$ cat src/flc_pkg.sv
// Package of register map, field positions and reset values for the fan table block
package flc_pkg;

    // Register addresses
    localparam logic [7:0] CFG_ADDR = 8'h03;
    localparam logic [7:0] CFG_ALIAS_ADDR = 8'h09;
    localparam logic [7:0] ONE_SHOT_ADDR = 8'h0f;
    localparam logic [7:0] THR12_ADDR = 8'h66;
    localparam logic [7:0] DUTY12_ADDR = 8'h67;

    // Reset values
    localparam logic [7:0] CFG_RESET = 8'h00;
    localparam logic [7:0] THR12_RESET = 8'h7f;
    localparam logic [7:0] DUTY12_RESET = 8'h3f;
    localparam logic [7:0] UNMAPPED_READ = 8'h00;

    // Configuration field positions
    localparam int EVENT_MASK_BIT = 7;
    localparam int LOW_POWER_BIT = 6;
    localparam int FAN_OFF_HOLD_BIT = 5;
    localparam int SPEED_EN_BIT = 2;
    localparam int CRIT_UNLOCK_BIT = 1;
    localparam int FAULT_QUEUE_BIT = 0;
    // Bits that store; reserved bits 4:3 never store and read as zero
    localparam logic [7:0] CFG_WRITABLE = 8'he7;

    // Table entry field positions
    localparam int THR_HALF_BIT = 7;
    localparam int DUTY_EXT_MSB = 7;
    localparam int DUTY_EXT_LSB = 6;

    // Consecutive out-of-limit results needed with the fault queue on
    localparam int FAULT_QUEUE_DEPTH = 3;

    // Conversion control states, Gray coded along idle, run, one-shot
    typedef enum logic [1:0] {
        CONV_IDLE = 2'b00,
        CONV_RUN = 2'b01,
        CONV_SHOT = 2'b11
    } flc_conv_state_t;

endpackage : flc_pkg

$ cat src/flc_fault_queue.sv
// Fault queue that qualifies out-of-limit conversion results into an event
`timescale 1ns/1ns
module flc_fault_queue
    import flc_pkg::*;
(
    // Clock and reset
    input wire logic clk_in,
    input wire logic rst_in,
    // Conversion results
    input wire logic done_in,
    input wire logic out_of_limit_in,
    input wire logic queue_en_in,
    // Qualified event level
    output logic event_out
);
    logic [1:0] count_q;
    logic [1:0] count_d;
    logic event_d;
    localparam logic [1:0] LAST_COUNT = 2'(FAULT_QUEUE_DEPTH - 1);

    wire bad = done_in && out_of_limit_in;
    wire good = done_in && !out_of_limit_in;
    wire qualified = bad && (!queue_en_in || count_q >= LAST_COUNT);

    // Counter saturates so a long run of faults keeps the event up
    assign count_d = good ? 2'b00 :
        (bad && count_q != LAST_COUNT) ? count_q + 2'b01 : count_q;
    assign event_d = qualified ? 1'b1 : (good ? 1'b0 : event_out);

    always_ff @(posedge clk_in or posedge rst_in)
    begin
        if (rst_in)
        begin
            count_q <= 2'b00;
            event_out <= 1'b0;
        end
        else
        begin
            count_q <= count_d;
            event_out <= event_d;
        end
    end
endmodule // flc_fault_queue

$ cat src/flc_lut_config.sv
// Last fan table entry and main configuration register with their control logic
//
// Overview of operation
// - Low-resolution temperature mode holds threshold top bit at zero, reads zero.
// - High resolution uses eight threshold bits, half degrees; low uses seven.
// - Compare uses nine reading bits in high resolution, eight in low.
// - Reading above threshold drives the fan output with the entry duty.
// - Threshold is non-negative; sign bit assumed zero in every mode.
// - Table registers always readable; writable only while enable bit is set.
// - Low-resolution duty keeps bits 7:6 zero; high resolution forms eight bits.
// - Extended duty bits count only at the 22.5kHz output frequency.
// - Low-resolution duty takes six bits from duty bits 5:0.
// - Table temperature offset adds to the threshold for higher trip points.
// - Configuration register answers at two addresses sharing one storage.
// - Event mask one keeps open-drain event output released permanently.
// - Low-power bit stops continuous conversions and enters standby.
// - In standby a write to the one-shot address runs one conversion.
// - Fan-off-in-hold drives the inactive polarity level during standby.
// - Configuration bits 4:3 are reserved and read as zero.
// - Speed pulse input accepted only while its enable bit is one.
// - Unlock bit zero locks critical limit; one allows repeated rewrites.
// - Fault queue off: any out-of-limit result raises event; on: three.
`timescale 1ns/1ns
module flc_lut_config
    import flc_pkg::*;
(
    // Clock and reset
    input wire logic CLK_IN,
    input wire logic RST_IN,
    // Register access from the serial bus engine
    input wire logic [7:0] REG_ADDR_IN,
    input wire logic [7:0] REG_WDATA_IN,
    input wire logic REG_WR_IN,
    output logic [7:0] REG_RDATA_OUT,
    // Mode settings held elsewhere in the device
    input wire logic TABLE_WRITE_EN_IN,
    input wire logic TEMP_HIRES_IN,
    input wire logic DUTY_HIRES_IN,
    input wire logic FREQ_22K5_IN,
    input wire logic PWM_ACTIVE_HIGH_IN,
    input wire logic [7:0] TABLE_OFFSET_IN,
    // Conversion engine
    input wire logic [10:0] REMOTE_TEMP_IN,
    input wire logic CONV_DONE_IN,
    input wire logic OUT_OF_LIMIT_IN,
    output logic CONV_REQ_OUT,
    output logic LOW_POWER_OUT,
    // Fan control
    input wire logic PWM_RAW_IN,
    output logic ENTRY12_HIT_OUT,
    output logic [7:0] FAN_DUTY_OUT,
    output logic FAN_PWM_OUT,
    // Speed pulse pin
    input wire logic SPEED_PIN_IN,
    output logic SPEED_PULSE_OUT,
    // Critical limit lock
    output logic CRIT_LIMIT_UNLOCK_OUT,
    // Open-drain event pin, driven low while enabled
    output logic EVENT_O_OUT,
    output logic EVENT_OE_OUT
);
    import flc_pkg::*;

    logic [7:0] cfg_q;
    logic [7:0] cfg_d;
    logic [7:0] thr_q;
    logic [7:0] thr_d;
    logic [7:0] duty_q;
    logic [7:0] duty_d;
    flc_conv_state_t state_q;
    flc_conv_state_t state_d;
    logic [7:0] rdata_d;
    logic speed_level;
    logic fault_event;

    // Address decode
    wire cfg_sel = (REG_ADDR_IN == CFG_ADDR) ||
        (REG_ADDR_IN == CFG_ALIAS_ADDR);
    wire thr_sel = (REG_ADDR_IN == THR12_ADDR);
    wire duty_sel = (REG_ADDR_IN == DUTY12_ADDR);
    wire shot_sel = (REG_ADDR_IN == ONE_SHOT_ADDR);
    wire cfg_wr = REG_WR_IN && cfg_sel;
    wire thr_wr = REG_WR_IN && thr_sel && TABLE_WRITE_EN_IN;
    wire duty_wr = REG_WR_IN && duty_sel && TABLE_WRITE_EN_IN;
    wire shot_wr = REG_WR_IN && shot_sel;

    // Configuration fields
    wire event_output_mask = cfg_q[EVENT_MASK_BIT];
    wire low_power_hold = cfg_q[LOW_POWER_BIT];
    wire fan_output_off_in_hold = cfg_q[FAN_OFF_HOLD_BIT];
    wire speed_pulse_input_enable = cfg_q[SPEED_EN_BIT];
    wire critical_limit_unlock = cfg_q[CRIT_UNLOCK_BIT];
    wire fault_queue_enable = cfg_q[FAULT_QUEUE_BIT];

    // Reserved bits never store, so they read back as zero
    assign cfg_d = cfg_wr ? (REG_WDATA_IN & CFG_WRITABLE) : cfg_q;

    // Top threshold bit is cleared whenever low resolution is selected
    wire [7:0] thr_new = thr_wr ? REG_WDATA_IN : thr_q;
    assign thr_d = {thr_new[THR_HALF_BIT] & TEMP_HIRES_IN,
        thr_new[6:0]};

    // Extension bits are cleared whenever low-resolution duty is selected
    wire [7:0] duty_new = duty_wr ? REG_WDATA_IN : duty_q;
    assign duty_d = {duty_new[DUTY_EXT_MSB:DUTY_EXT_LSB] &
        {2{DUTY_HIRES_IN}}, duty_new[5:0]};

    // Threshold and duty fields
    wire entry12_threshold_half_bit = thr_q[THR_HALF_BIT];
    wire [6:0] entry12_threshold_value = thr_q[6:0];
    wire [1:0] entry12_duty_extension = duty_q[DUTY_EXT_MSB:DUTY_EXT_LSB];
    wire [5:0] entry12_duty_value = duty_q[5:0];

    // Everything compares in half-degree units; threshold has no sign bit
    wire [7:0] thr_half = TEMP_HIRES_IN ?
        {entry12_threshold_value, entry12_threshold_half_bit} :
        {entry12_threshold_value, 1'b0};
    wire [9:0] thr_eff = {1'b0, TABLE_OFFSET_IN, 1'b0} +
        {2'b00, thr_half};
    // Reading is 1/8 degree; low resolution drops the half-degree bit
    wire [8:0] temp_half = TEMP_HIRES_IN ? REMOTE_TEMP_IN[10:2] :
        {REMOTE_TEMP_IN[10:3], 1'b0};
    wire temp_above = {1'b0, temp_half} > thr_eff;

    // Extended duty bits only count at the 22.5kHz output rate
    wire use_ext = DUTY_HIRES_IN && FREQ_22K5_IN;
    wire [7:0] duty_eff = use_ext ?
        {entry12_duty_extension, entry12_duty_value} :
        {2'b00, entry12_duty_value};

    // Conversion control: one-shot only means something in standby
    always_comb
    begin
        state_d = state_q;
        case (state_q)
            CONV_IDLE:
                if (!low_power_hold)
                    state_d = CONV_RUN;
                else if (shot_wr)
                    state_d = CONV_SHOT;
            CONV_RUN:
                if (low_power_hold)
                    state_d = CONV_IDLE;
            CONV_SHOT:
                if (CONV_DONE_IN)
                    state_d = low_power_hold ? CONV_IDLE : CONV_RUN;
            default:
                state_d = CONV_IDLE;
        endcase
    end

    // Read multiplexer; unmapped addresses answer a fixed value
    assign rdata_d = cfg_sel ? cfg_q :
        thr_sel ? {thr_q[THR_HALF_BIT] & TEMP_HIRES_IN, thr_q[6:0]} :
        duty_sel ? duty_q : UNMAPPED_READ;

    // Fan level during standby with the off bit set is the inactive level
    wire fan_forced = LOW_POWER_OUT && fan_output_off_in_hold;
    wire fan_level = fan_forced ? !PWM_ACTIVE_HIGH_IN : PWM_RAW_IN;

    flc_pin_sync speed_sync
    (
        .clk_in(CLK_IN),
        .rst_in(RST_IN),
        .pin_in(SPEED_PIN_IN),
        .level_out(speed_level)
    );

    flc_fault_queue fault_queue
    (
        .clk_in(CLK_IN),
        .rst_in(RST_IN),
        .done_in(CONV_DONE_IN),
        .out_of_limit_in(OUT_OF_LIMIT_IN),
        .queue_en_in(fault_queue_enable),
        .event_out(fault_event)
    );

    always_ff @(posedge CLK_IN or posedge RST_IN)
    begin
        if (RST_IN)
        begin
            cfg_q <= CFG_RESET;
            thr_q <= THR12_RESET;
            duty_q <= DUTY12_RESET;
            state_q <= CONV_IDLE;
            REG_RDATA_OUT <= UNMAPPED_READ;
        end
        else
        begin
            cfg_q <= cfg_d;
            thr_q <= thr_d;
            duty_q <= duty_d;
            state_q <= state_d;
            REG_RDATA_OUT <= rdata_d;
        end
    end

    // Comparison results update only when a conversion finishes
    always_ff @(posedge CLK_IN or posedge RST_IN)
    begin
        if (RST_IN)
        begin
            ENTRY12_HIT_OUT <= 1'b0;
            FAN_DUTY_OUT <= 8'h00;
        end
        else if (CONV_DONE_IN)
        begin
            ENTRY12_HIT_OUT <= temp_above;
            if (temp_above)
            begin
                FAN_DUTY_OUT <= duty_eff;
            end
        end
    end

    always_ff @(posedge CLK_IN or posedge RST_IN)
    begin
        if (RST_IN)
        begin
            CONV_REQ_OUT <= 1'b0;
            LOW_POWER_OUT <= 1'b0;
            FAN_PWM_OUT <= 1'b0;
            SPEED_PULSE_OUT <= 1'b0;
            CRIT_LIMIT_UNLOCK_OUT <= 1'b0;
            EVENT_O_OUT <= 1'b0;
            EVENT_OE_OUT <= 1'b0;
        end
        else
        begin
            CONV_REQ_OUT <= (state_d != CONV_IDLE);
            LOW_POWER_OUT <= (state_d == CONV_IDLE);
            FAN_PWM_OUT <= fan_level;
            SPEED_PULSE_OUT <= speed_level && speed_pulse_input_enable;
            CRIT_LIMIT_UNLOCK_OUT <= critical_limit_unlock;
            EVENT_O_OUT <= 1'b0;
            EVENT_OE_OUT <= fault_event && !event_output_mask;
        end
    end
endmodule // flc_lut_config

$ cat src/flc_pin_sync.sv
// Three-stage pin synchroniser that accepts a change when stages two and three agree
`timescale 1ns/1ns
module flc_pin_sync
(
    // Clock and reset
    input wire logic clk_in,
    input wire logic rst_in,
    // Pin and clean level
    input wire logic pin_in,
    output logic level_out
);
    logic s1_q;
    logic s2_q;
    logic s3_q;
    wire agree = (s2_q == s3_q);

    always_ff @(posedge clk_in or posedge rst_in)
    begin
        if (rst_in)
        begin
            s1_q <= 1'b0;
            s2_q <= 1'b0;
            s3_q <= 1'b0;
            level_out <= 1'b0;
        end
        else
        begin
            s1_q <= pin_in;
            s2_q <= s1_q;
            s3_q <= s2_q;
            if (agree)
            begin
                level_out <= s3_q;
            end
        end
    end
endmodule // flc_pin_sync

$ cat config.mk
export PLATFORM = sky130hd
export DESIGN_NAME = flc_lut_config
export DESIGN_NICKNAME = d
export VERILOG_FILES = /design/src/flc_pkg.sv /design/src/flc_fault_queue.sv /design/src/flc_lut_config.sv /design/src/flc_pin_sync.sv
export SDC_FILE = /design/constraint.sdc
export NUM_CORES = 1
export LEC_CHECK = 0
export BUFFER_PORTS_ARGS = -buffer_cell sky130_fd_sc_hd__buf_2
export CORE_MARGIN = 2
export CORE_UTILIZATION = 52
export CTS_BUF_LIST = sky130_fd_sc_hd__clkbuf_8 sky130_fd_sc_hd__clkbuf_16
export DETAILED_ROUTE_END_ITERATION = 8
export HOLD_SLACK_MARGIN = 0.06
export PLACE_DENSITY = 0.76
export SLEW_MARGIN = 20
export SYNTH_ARGS = -nofsm -noshare
export SYNTH_HDL_FRONTEND = slang
export SYNTH_HIERARCHICAL = 1
export SYNTH_SLANG_ARGS = --single-unit
export TNS_END_PERCENT = 10
$ cat constraint.sdc
create_clock -name CLK_IN -period 4.25 [get_ports CLK_IN]
set_input_delay 0.2125 -clock CLK_IN [delete_from_list [all_inputs] [get_ports CLK_IN]]
set_output_delay 0.2125 -clock CLK_IN [all_outputs]
set_load 0.02 [all_outputs]
### Yosys cells after proc, flatten, opt, wreduce, memory -nomap -nowiden

Index checks and enable logic that the tools add are counted.

| operators by class | value |
|---|---|
| add/sub/neg operators | 2 |
| magnitude comparators | 2 |
| eq/ne operators | 9 |
| mux-type cells | 19 |
| bitwise gates (word level) | 3 |
| reductions and logical operators | 26 |

Operators with widths:

| kind | count |
|---|---|
| $mux W8 | 6 |
| $eq A8 B4 Y1 const B | 2 |
| $eq A8 B7 Y1 const B | 2 |
| $logic_and A1 B1 Y1 | 14 |
| $mux W2 | 6 |
| $add A9 B8 Y10 | 1 |
| $gt A9 B10 Y1 | 1 |
| $eq A8 B2 Y1 const B | 1 |
| $mux W1 | 6 |
| $pmux W2 S3 | 1 |
| $reduce_bool A2 Y1 | 3 |
| $logic_not A1 Y1 | 4 |
| $logic_not A2 Y1 | 2 |
| $add A2 B1 Y2 const B | 1 |
| $and A1 B1 Y1 | 2 |
| $and A2 B2 Y2 | 1 |
| $eq A2 B1 Y1 const B | 1 |
| $eq A2 B2 Y1 const B | 1 |
| $ge A2 B2 Y1 const B | 1 |
| $logic_or A1 B1 Y1 | 2 |
| $ne A2 B2 Y1 const B | 1 |
| $reduce_and A2 Y1 | 1 |
| $eq A1 B1 Y1 | 1 |

| word-level totals | value |
|---|---|
| register bits after elaboration | 54 |
| input port bits | 47 |
| output and inout bits | 24 |
| word-level logic and storage cells | 82 |

### Logic depth before layout (Yosys ltp)

Gate-level depths: netlist of run 1.

| logic depth | value |
|---|---|
| depth after elaboration | 6 |
| depth in mapped cells | 14 |
| gate-level depth less buffers | 14 |

### Modules after synthesis

The synthesis of run 1 kept the hierarchy.

Modules (own cells, without submodules):

| module | instances | cells each | area each (µm²) | seq. area each (µm²) |
|---|---|---|---|---|
| flc_lut_config | 1 | 198 | 2361.0 | 1192.4 |
| flc_fault_queue | 1 | 15 | 170.2 | 75.1 |
| flc_pin_sync | 1 | 6 | 115.1 | 100.1 |

### Worst setup path after synthesis of run 1

No wires, ideal clock.

| timing path | value |
|---|---|
| path type | register -> register |
| from | register thr_q[0] |
| to | register FAN_DUTY_OUT[0] |
| setup time | 0.125 ns |
| arrival time | 3.046 ns |
| data required time | 4.125 ns |
| slack | 1.079 ns |
| cell stages (with the launch flop) | 15 |
| cells stage by stage | dfstp_2 > ha_1 > inv_1 > fa_1 > nand2b_1 > a21oi_1 > o21ai_0 > nand2b_1 > xnor2_1 > ha_1 > a22o_1 > nor4_1 > o221ai_1 > nand3_2 > mux2_2 |

| between the ends | value |
|---|---|
| longest elaborated chain between the ends | 3 |

RTL lines:

| what | RTL line | source |
|---|---|---|
| start, declared | flc_lut_config.sv:66 | `logic [7:0] thr_q;` |
| start signal, assigned | flc_lut_config.sv:192 | `thr_q <= thr_d;` |
| $add A9 B8 Y10 | flc_lut_config.sv:118 | `wire [9:0] thr_eff = {1'b0, TABLE_OFFSET_IN, 1'b0} +` |
| $gt A9 B10 Y1 | flc_lut_config.sv:123 | `wire temp_above = {1'b0, temp_half} > thr_eff;` |
| $reduce_and A2 Y1 (no line) | - |  |
| end signal, assigned | flc_lut_config.sv:212 | `FAN_DUTY_OUT <= duty_eff;` |
| end, declared | flc_lut_config.sv:51 | `output logic [7:0] FAN_DUTY_OUT,` |

Every way passes these cells.
A chain may end at the register's enable or synchronous reset.

### Final worst setup path of run 1

| timing path | value |
|---|---|
| from | register thr_q[0] |
| to | register FAN_DUTY_OUT[1] |

Same word-level chain as after synthesis.

==> reports/results.ini, run 1 <==
[synthesis]
yosys.area_share.simple=0.127
synth_edf_count=0
async_reset_ff_frac=1.00
synth-xor-area-share=0.0199
synth_flop_cell=dfrtp_1
syn-num-nets=284
synth.distinct_cells=44
yosys.area.top_type=dfrtp_1
seq_area_frac_synth=0.517
synth.most_common_cell=dfrtp_1
netlist_instances=219
ys_ff_latch=54
synth_compound_area_frac=0.0889
avgSynthCellArea_um2=12.1
yosys-top-cells-count=dfrtp_1 (41), mux2_2 (26), inv_1 (18)
yosysWarnings=6
synth_top_family_by_area=simple AND/OR/NAND/NOR gates
synth.area.top_cells=dfrtp_1 (39%), dfstp_2 (13%), mux2_2 (11%)
synth_top_area_share=0.388
synth_mux_area_frac=0.126
synthAdderAreaFrac=0.0922
synth_area_um2=2650

[power]
ir_worst_vdd_v=0.000330
p_per_area_nw_per_um2=337
power.leakage_nw=1.66

[clock_network]
clock_latency_ps=300
cts_buffers=5
cts_max_path_buffers=2
post_cts_resized=0
clock-sinks=54
cts_tree=built
cts_root_buf=clkbuf_8
htreeDepth=2
clkTransAtPathRegs_ps=90

[routing]
drtAntennaViolNets=0
vias=1957
routedWlPerCell_um=15.2
via_per_inst=5.41
drc_errors=0
drt_iter0_drc=104
finalWirelength_um=5500
first_pass_iters=6

[setup_path]
r2r_start=thr_q[0]
worst_setup_path_end_kind=register
reg2reg_slack_ps=710
reg2reg_depth=14
start_kind=register
arrival_ps=3730
r2r_end=FAN_DUTY_OUT[1]
path_max_fanout=9
critPathKind=register to register
cp.required_ps=4440

[timing]
final.setup.tns_ps=0
rsz0062_at_grt=no
fin_crit_ps=3540
setup_viol=0
fin_skew_ps=4.80
fmax_mhz=282
final_max_slew_viol_count=0
worst_slew_margin_rel=0.245
worst_pin_slew_ps=1120
setup_ws_ps=708
fin_crit_sh=0.833
final_hold_viol_count=0

[grt]
grt_pass1_vias=1930
antenna_found_initial=0
overflow=0
grt_usage=0.214
grt_max_degree=48
grt_pass1_wl_um=8880

[worst_hold_path]
holdCritPathClass=input pin to register
worstHoldStart=PWM_ACTIVE_HIGH_IN
hold_end=FAN_PWM_OUT
whs_path_depth=2

[finish]
drive_gt1_frac=0.414
instances_no_fill=362
nets=359
fillers=411
diodes=0
syn2layout_area_growth_pct=20.7

[die]
dieArea_um2=5680
start_util=0.549
die_x_um=75.3
rows=25
die_h_um=75.3
core_um2=4820
io_pins=71

[place]
hpwl_um=4120
dp_slack_ps=694
dp_cells=352
gp_congestion=0.825
port_buffers=67

[run]
max-cap-violations=0

[status]
status=finished, final reports clean

sequential cells by signal, indices dropped and copies added, names as in the netlist, 2 cells and up:
| signal | flops |
|---|---|
| thr_q | 8 |
| REG_RDATA_OUT | 8 |
| state_q | 2 |
| cfg_q | 6 |
| FAN_DUTY_OUT | 8 |
| duty_q | 8 |
| fault_queue/count_q | 2 |
through the flow:
stage / cell area [µm²] / total power [mW] / util / hold WS [ps]
final: 3190 / 1.08 / 0.663 / 94.8
after global routing: 3190 / 1.13 / 0.663 / 98.6
after CTS: 3190 / 1.09 / 0.663 / 87.3
after detailed placement: 3060 / 0.742 / 0.635 / 109
after global placement: 3060 / 0.735 / 0.635 / 111
after floorplan: 2650 / 0.679 / - / -33.9
kinds of logic (layout without fill, tap and decap cells):
family	Yosys count	count (layout)
other	1	1
multiplexers	30	30
flip-flops	54	54
AO/OA/AOI/OAI	33	33
adder cells (fa/ha/maj)	19	19
XOR/XNOR	6	6
AND/OR/NAND/NOR	57	57
buffers and inverters	19	95
cell type report:
| cell class | count | area [µm²] | area share |
|---|---|---|---|
| Inverter | 18 | 67.6 | 0.0212 |
| Multi-Input combinational cell | 146 | 1200 | 0.377 |
| Clock buffer | 6 | 82.6 | 0.0259 |
| Timing Repair Buffer | 69 | 355 | 0.111 |
| Clock inverter | 2 | 33.8 | 0.0106 |
| Tap cell | 67 | 83.8 | 0.0262 |
| Sequential cell | 54 | 1370 | 0.428 |
placed cells by master, fill, tap and decap left out, types with 2 or more instances in the layout:
cell	instances
nand3_1	6
dfstp_2	13
xor2_1	4
nor2_1	7
nand2b_1	4
a21o_1	3
and2_1	2
xnor2_1	2
nor2_2	2
o21ai_0	9
dfrtp_1	41
a22o_1	3
dlygate4sd3_1	2
o21a_1	2
a21oi_1	6
nand2_1	10
mux2_2	26
nor3_1	5
clkbuf_8	6
and3_1	3
mux2i_1	4
a222oi_1	5
buf_2	67
ha_1	17
nor2b_1	6
inv_1	18
what timing repair did:
action	in CTS	in global routing
setup buffers	0	0
hold endpoints to repair	8	0
hold buffers	2	0
where the power goes:
part	switching, mW	internal [mW]	total [mW]
logic	0.0891	0.0782	0.167
registers	0.0193	0.546	0.566
clock network	0.153	0.190	0.342
worst max-delay path, cell delays in order, from the launching register on:
cell      delay [ps]
dfstp_2          550
ha_1             170
inv_1             60
fa_1             400
nand2b_1         180
a21oi_1          240
o21ai_0          120
nand2b_1          90
xnor2_1          130
ha_1             280
a22o_1           210
nor4_1           180
o221ai_1         180
nand3_2          270
mux2_2           380
how the worst max path moves through the flow:
stage | from | to | slack [ps] | cells after the start
after CTS | thr_q[0] | FAN_DUTY_OUT[1] | 680 | 14
after detailed placement | thr_q[0] | FAN_DUTY_OUT[1] | 690 | 14
after floorplan | thr_q[0] | FAN_DUTY_OUT[0] | 1080 | 14
after global placement | thr_q[0] | FAN_DUTY_OUT[6] | 810 | 14
final | thr_q[0] | FAN_DUTY_OUT[1] | 710 | 14
after global routing | thr_q[0] | FAN_DUTY_OUT[1] | 510 | 14
layer usage:
metal | up-vias | global-route usage | part of all wire | routed length, µm
met5 | - | 0 | 0 | 0
met4 | 0 | 0.0819 | 0.022 | 119
met3 | 11 | 0.0450 | 0.053 | 293
met2 | 57 | 0.362 | 0.50 | 2760
met1 | 953 | 0.270 | 0.42 | 2320
li1 | 936 | - | - | -
Power figures use the tool's default switching activity.
==> run 2, diff against run 1 <==
--- a/config.mk
+++ b/config.mk
@@ -7,11 +7,11 @@
 export LEC_CHECK = 0
 export BUFFER_PORTS_ARGS = -buffer_cell sky130_fd_sc_hd__buf_2
 export CORE_MARGIN = 2
-export CORE_UTILIZATION = 52
+export CORE_UTILIZATION = 47
 export CTS_BUF_LIST = sky130_fd_sc_hd__clkbuf_8 sky130_fd_sc_hd__clkbuf_16
 export DETAILED_ROUTE_END_ITERATION = 8
 export HOLD_SLACK_MARGIN = 0.06
-export PLACE_DENSITY = 0.76
+export PLACE_DENSITY = 0.72
 export SLEW_MARGIN = 20
 export SYNTH_ARGS = -nofsm -noshare
 export SYNTH_HDL_FRONTEND = slang
==> constraint.sdc (replaced) <==
create_clock -name CLK_IN -period 3.2 [get_ports CLK_IN]
set_input_delay 0.16 -clock CLK_IN [delete_from_list [all_inputs] [get_ports CLK_IN]]
set_output_delay 0.16 -clock CLK_IN [all_outputs]
set_load 0.02 [all_outputs]
==> run 2 against run 1 <==
  * Sequential power up 33%
  * Final area rose by 4.8%
  * Count of clock-buffer cells in the layout unchanged
  * Global-route usage is 1.5 points lower
  * Worst setup slack got worse by 660 ps
  * Wire length rose by 4.0%
  * Combinational power rose by 48%
  * Total power is 30% higher
  * First-iteration DRC count is 4.8% higher
  * Hold slack worse by 2.9 ps
  * Largest cell class unchanged
==> reports/results.ini, run 2 (synthesis results as in run 1) <==
[status]
status=finished, final reports clean  ; unchanged

[place]
port_buffers=67  ; unchanged
dp_slack_ps=-134  ; was 694 ps
hpwl_um=4180  ; was 4120 µm
gp_congestion=0.866  ; was 0.825
dp_cells=363  ; was 352

[power]
power.leakage_nw=1.72  ; was 1.66 nW
ir_worst_vdd_v=0.000325  ; was 0.000330 V
p_per_area_nw_per_um2=419  ; was 337 nW/µm²
power.total_mw=1.40  ; was 1.08 mW

[finish]
final_cell_mix=buf_2 (67), dfrtp_1 (41), mux2_2 (21)  ; was buf_2 (67), dfrtp_1 (41), mux2_2 (26)
layout_commonest_cell=buf_2  ; unchanged
multiInputGateArea_um2=1300  ; was 1200 µm²
syn2layout_area_growth_pct=26.5  ; was 20.7%
fillers=470  ; was 411
register_area_um2=1370  ; unchanged
nets=369  ; was 359
drive_gt1_frac=0.459  ; was 0.414
final_core_util=0.612  ; was 0.663
instances_no_fill=377  ; was 362
diodes=0  ; unchanged

[timing]
setup_ws_ps=47.5  ; was 708 ps
final_max_slew_viol_count=0  ; unchanged
final_hold_viol_count=0  ; unchanged
fin_crit_sh=0.985  ; was 0.833
worst_slew_margin_rel=0.376  ; was 0.245
rsz0062_at_grt=yes  ; was no
fin_skew_ps=7.43  ; was 4.80 ps
worst_pin_slew_ps=935  ; was 1120 ps
fin_crit_ps=3150  ; was 3540 ps
setup_viol=0  ; unchanged
fmax_mhz=317  ; was 282 MHz

[die]
start_util=0.484  ; was 0.549
dieArea_um2=6250  ; was 5680 µm²
io_pins=71  ; unchanged
die_h_um=79.0  ; was 75.3 µm
die_x_um=79.0  ; was 75.3 µm
rows=27  ; was 25
core_um2=5470  ; was 4820 µm²

[clock_network]
cts_buffers=5  ; unchanged
clock-sinks=54  ; unchanged
cts_max_path_buffers=2  ; unchanged
clock_latency_ps=310  ; was 300 ps
cts_root_buf=clkbuf_8  ; unchanged
cts_tree=built  ; unchanged
clkTransAtPathRegs_ps=100  ; was 90 ps
htreeDepth=2  ; unchanged

[routing]
via_per_inst=5.28  ; was 5.41
drt_iter0_drc=109  ; was 104
routedWlPerCell_um=15.2  ; about the same
drtAntennaViolNets=0  ; unchanged
vias=1990  ; was 1957
first_pass_iters=4  ; was 6
finalWirelength_um=5720  ; was 5500 µm
drc_errors=0  ; unchanged

[grt]
grt_usage=0.199  ; was 0.214
antenna_found_initial=0  ; unchanged
overflow=0  ; unchanged
grt_pass1_wl_um=9360  ; was 8880 µm
grt_max_degree=48  ; unchanged
grt_pass1_vias=1999  ; was 1930

[run]
max-cap-violations=0  ; unchanged

[setup_path]
start_kind=register  ; unchanged
worst_setup_path_end_kind=register  ; unchanged
arrival_ps=3350  ; was 3730 ps
cp.required_ps=3400  ; was 4440 ps
reg2reg_slack_ps=50  ; was 710 ps
path_max_fanout=4  ; was 9
critPathKind=register to register  ; unchanged

[worst_hold_path]
holdCritPathClass=input pin to register  ; unchanged

## run 2: cell type report
type | instances | share of cell area
multi-input cells | 147 | 0.387
well taps | 72 | 0.0269
clock buffers | 6 | 0.0247
repair buffers | 78 | 0.128
clock inverters | 2 | 0.00486
inverters | 18 | 0.0202
flip-flops and latches | 54 | 0.408
## run 2: metal layers
layer | vias up | share of wire | track usage
met5 | - | 0 | 0
met4 | 0 | 0.019 | 0.0707
met3 | 10 | 0.054 | 0.0489
met2 | 61 | 0.49 | 0.331
met1 | 963 | 0.44 | 0.253
li1 | 956 | - | -
## run 2: critical path, cell delays in order (launching register included)
cell,delay (ps)
dfstp_2,560
ha_4,130
inv_2,30
fa_2,330
nand2b_4,160
a21oi_4,140
o21ai_1,70
nand2b_1,80
xnor2_1,120
ha_1,260
a22o_1,220
nor4_2,180
o221ai_2,200
nand3_2,190
mux2_2,350
## run 2: what timing repair did
action | CTS | global route
resized for setup | 7 | 12
setup endpoints to repair | 8 | 9
hold buffers | 4 | 0
pin swaps | 3 | 0
buffers inserted | 1 | 0
endpoints found under the hold margin | 9 | 0
cloned | 1 | 0
## run 2: stage by stage
stage | hold WS (ps) | setup TNS (ps) | cell area [µm²]
floorplan | -86.4 | 0 | 2650
global placement | 58.3 | -383 | 3110
detailed placement | 70.6 | -1010 | 3110
CTS | 76.7 | -4.91 | 3310
global route | 89.3 | -603 | 3350
finish | 91.8 | 0 | 3350
## run 2: final timing paths
path / startpoint / to / cells past startpoint
hold reg to reg: speed_sync/s1_q / speed_sync/s2_q / 0
setup reg to reg: thr_q[0] / FAN_DUTY_OUT[4] / 14
hold / removal: REG_WDATA_IN[1] / thr_q[1] / 3
min in group asynchronous: RST_IN / speed_sync/s3_q / 3
setup / recovery: thr_q[0] / FAN_DUTY_OUT[4] / 14
max in group asynchronous: RST_IN / cfg_q[7] / 3
## run 2: power breakdown
group          total (mW)  switching, mW  internal (mW)
registers           0.752         0.0264          0.726
logic               0.247          0.130          0.117
clock network       0.402          0.224          0.178
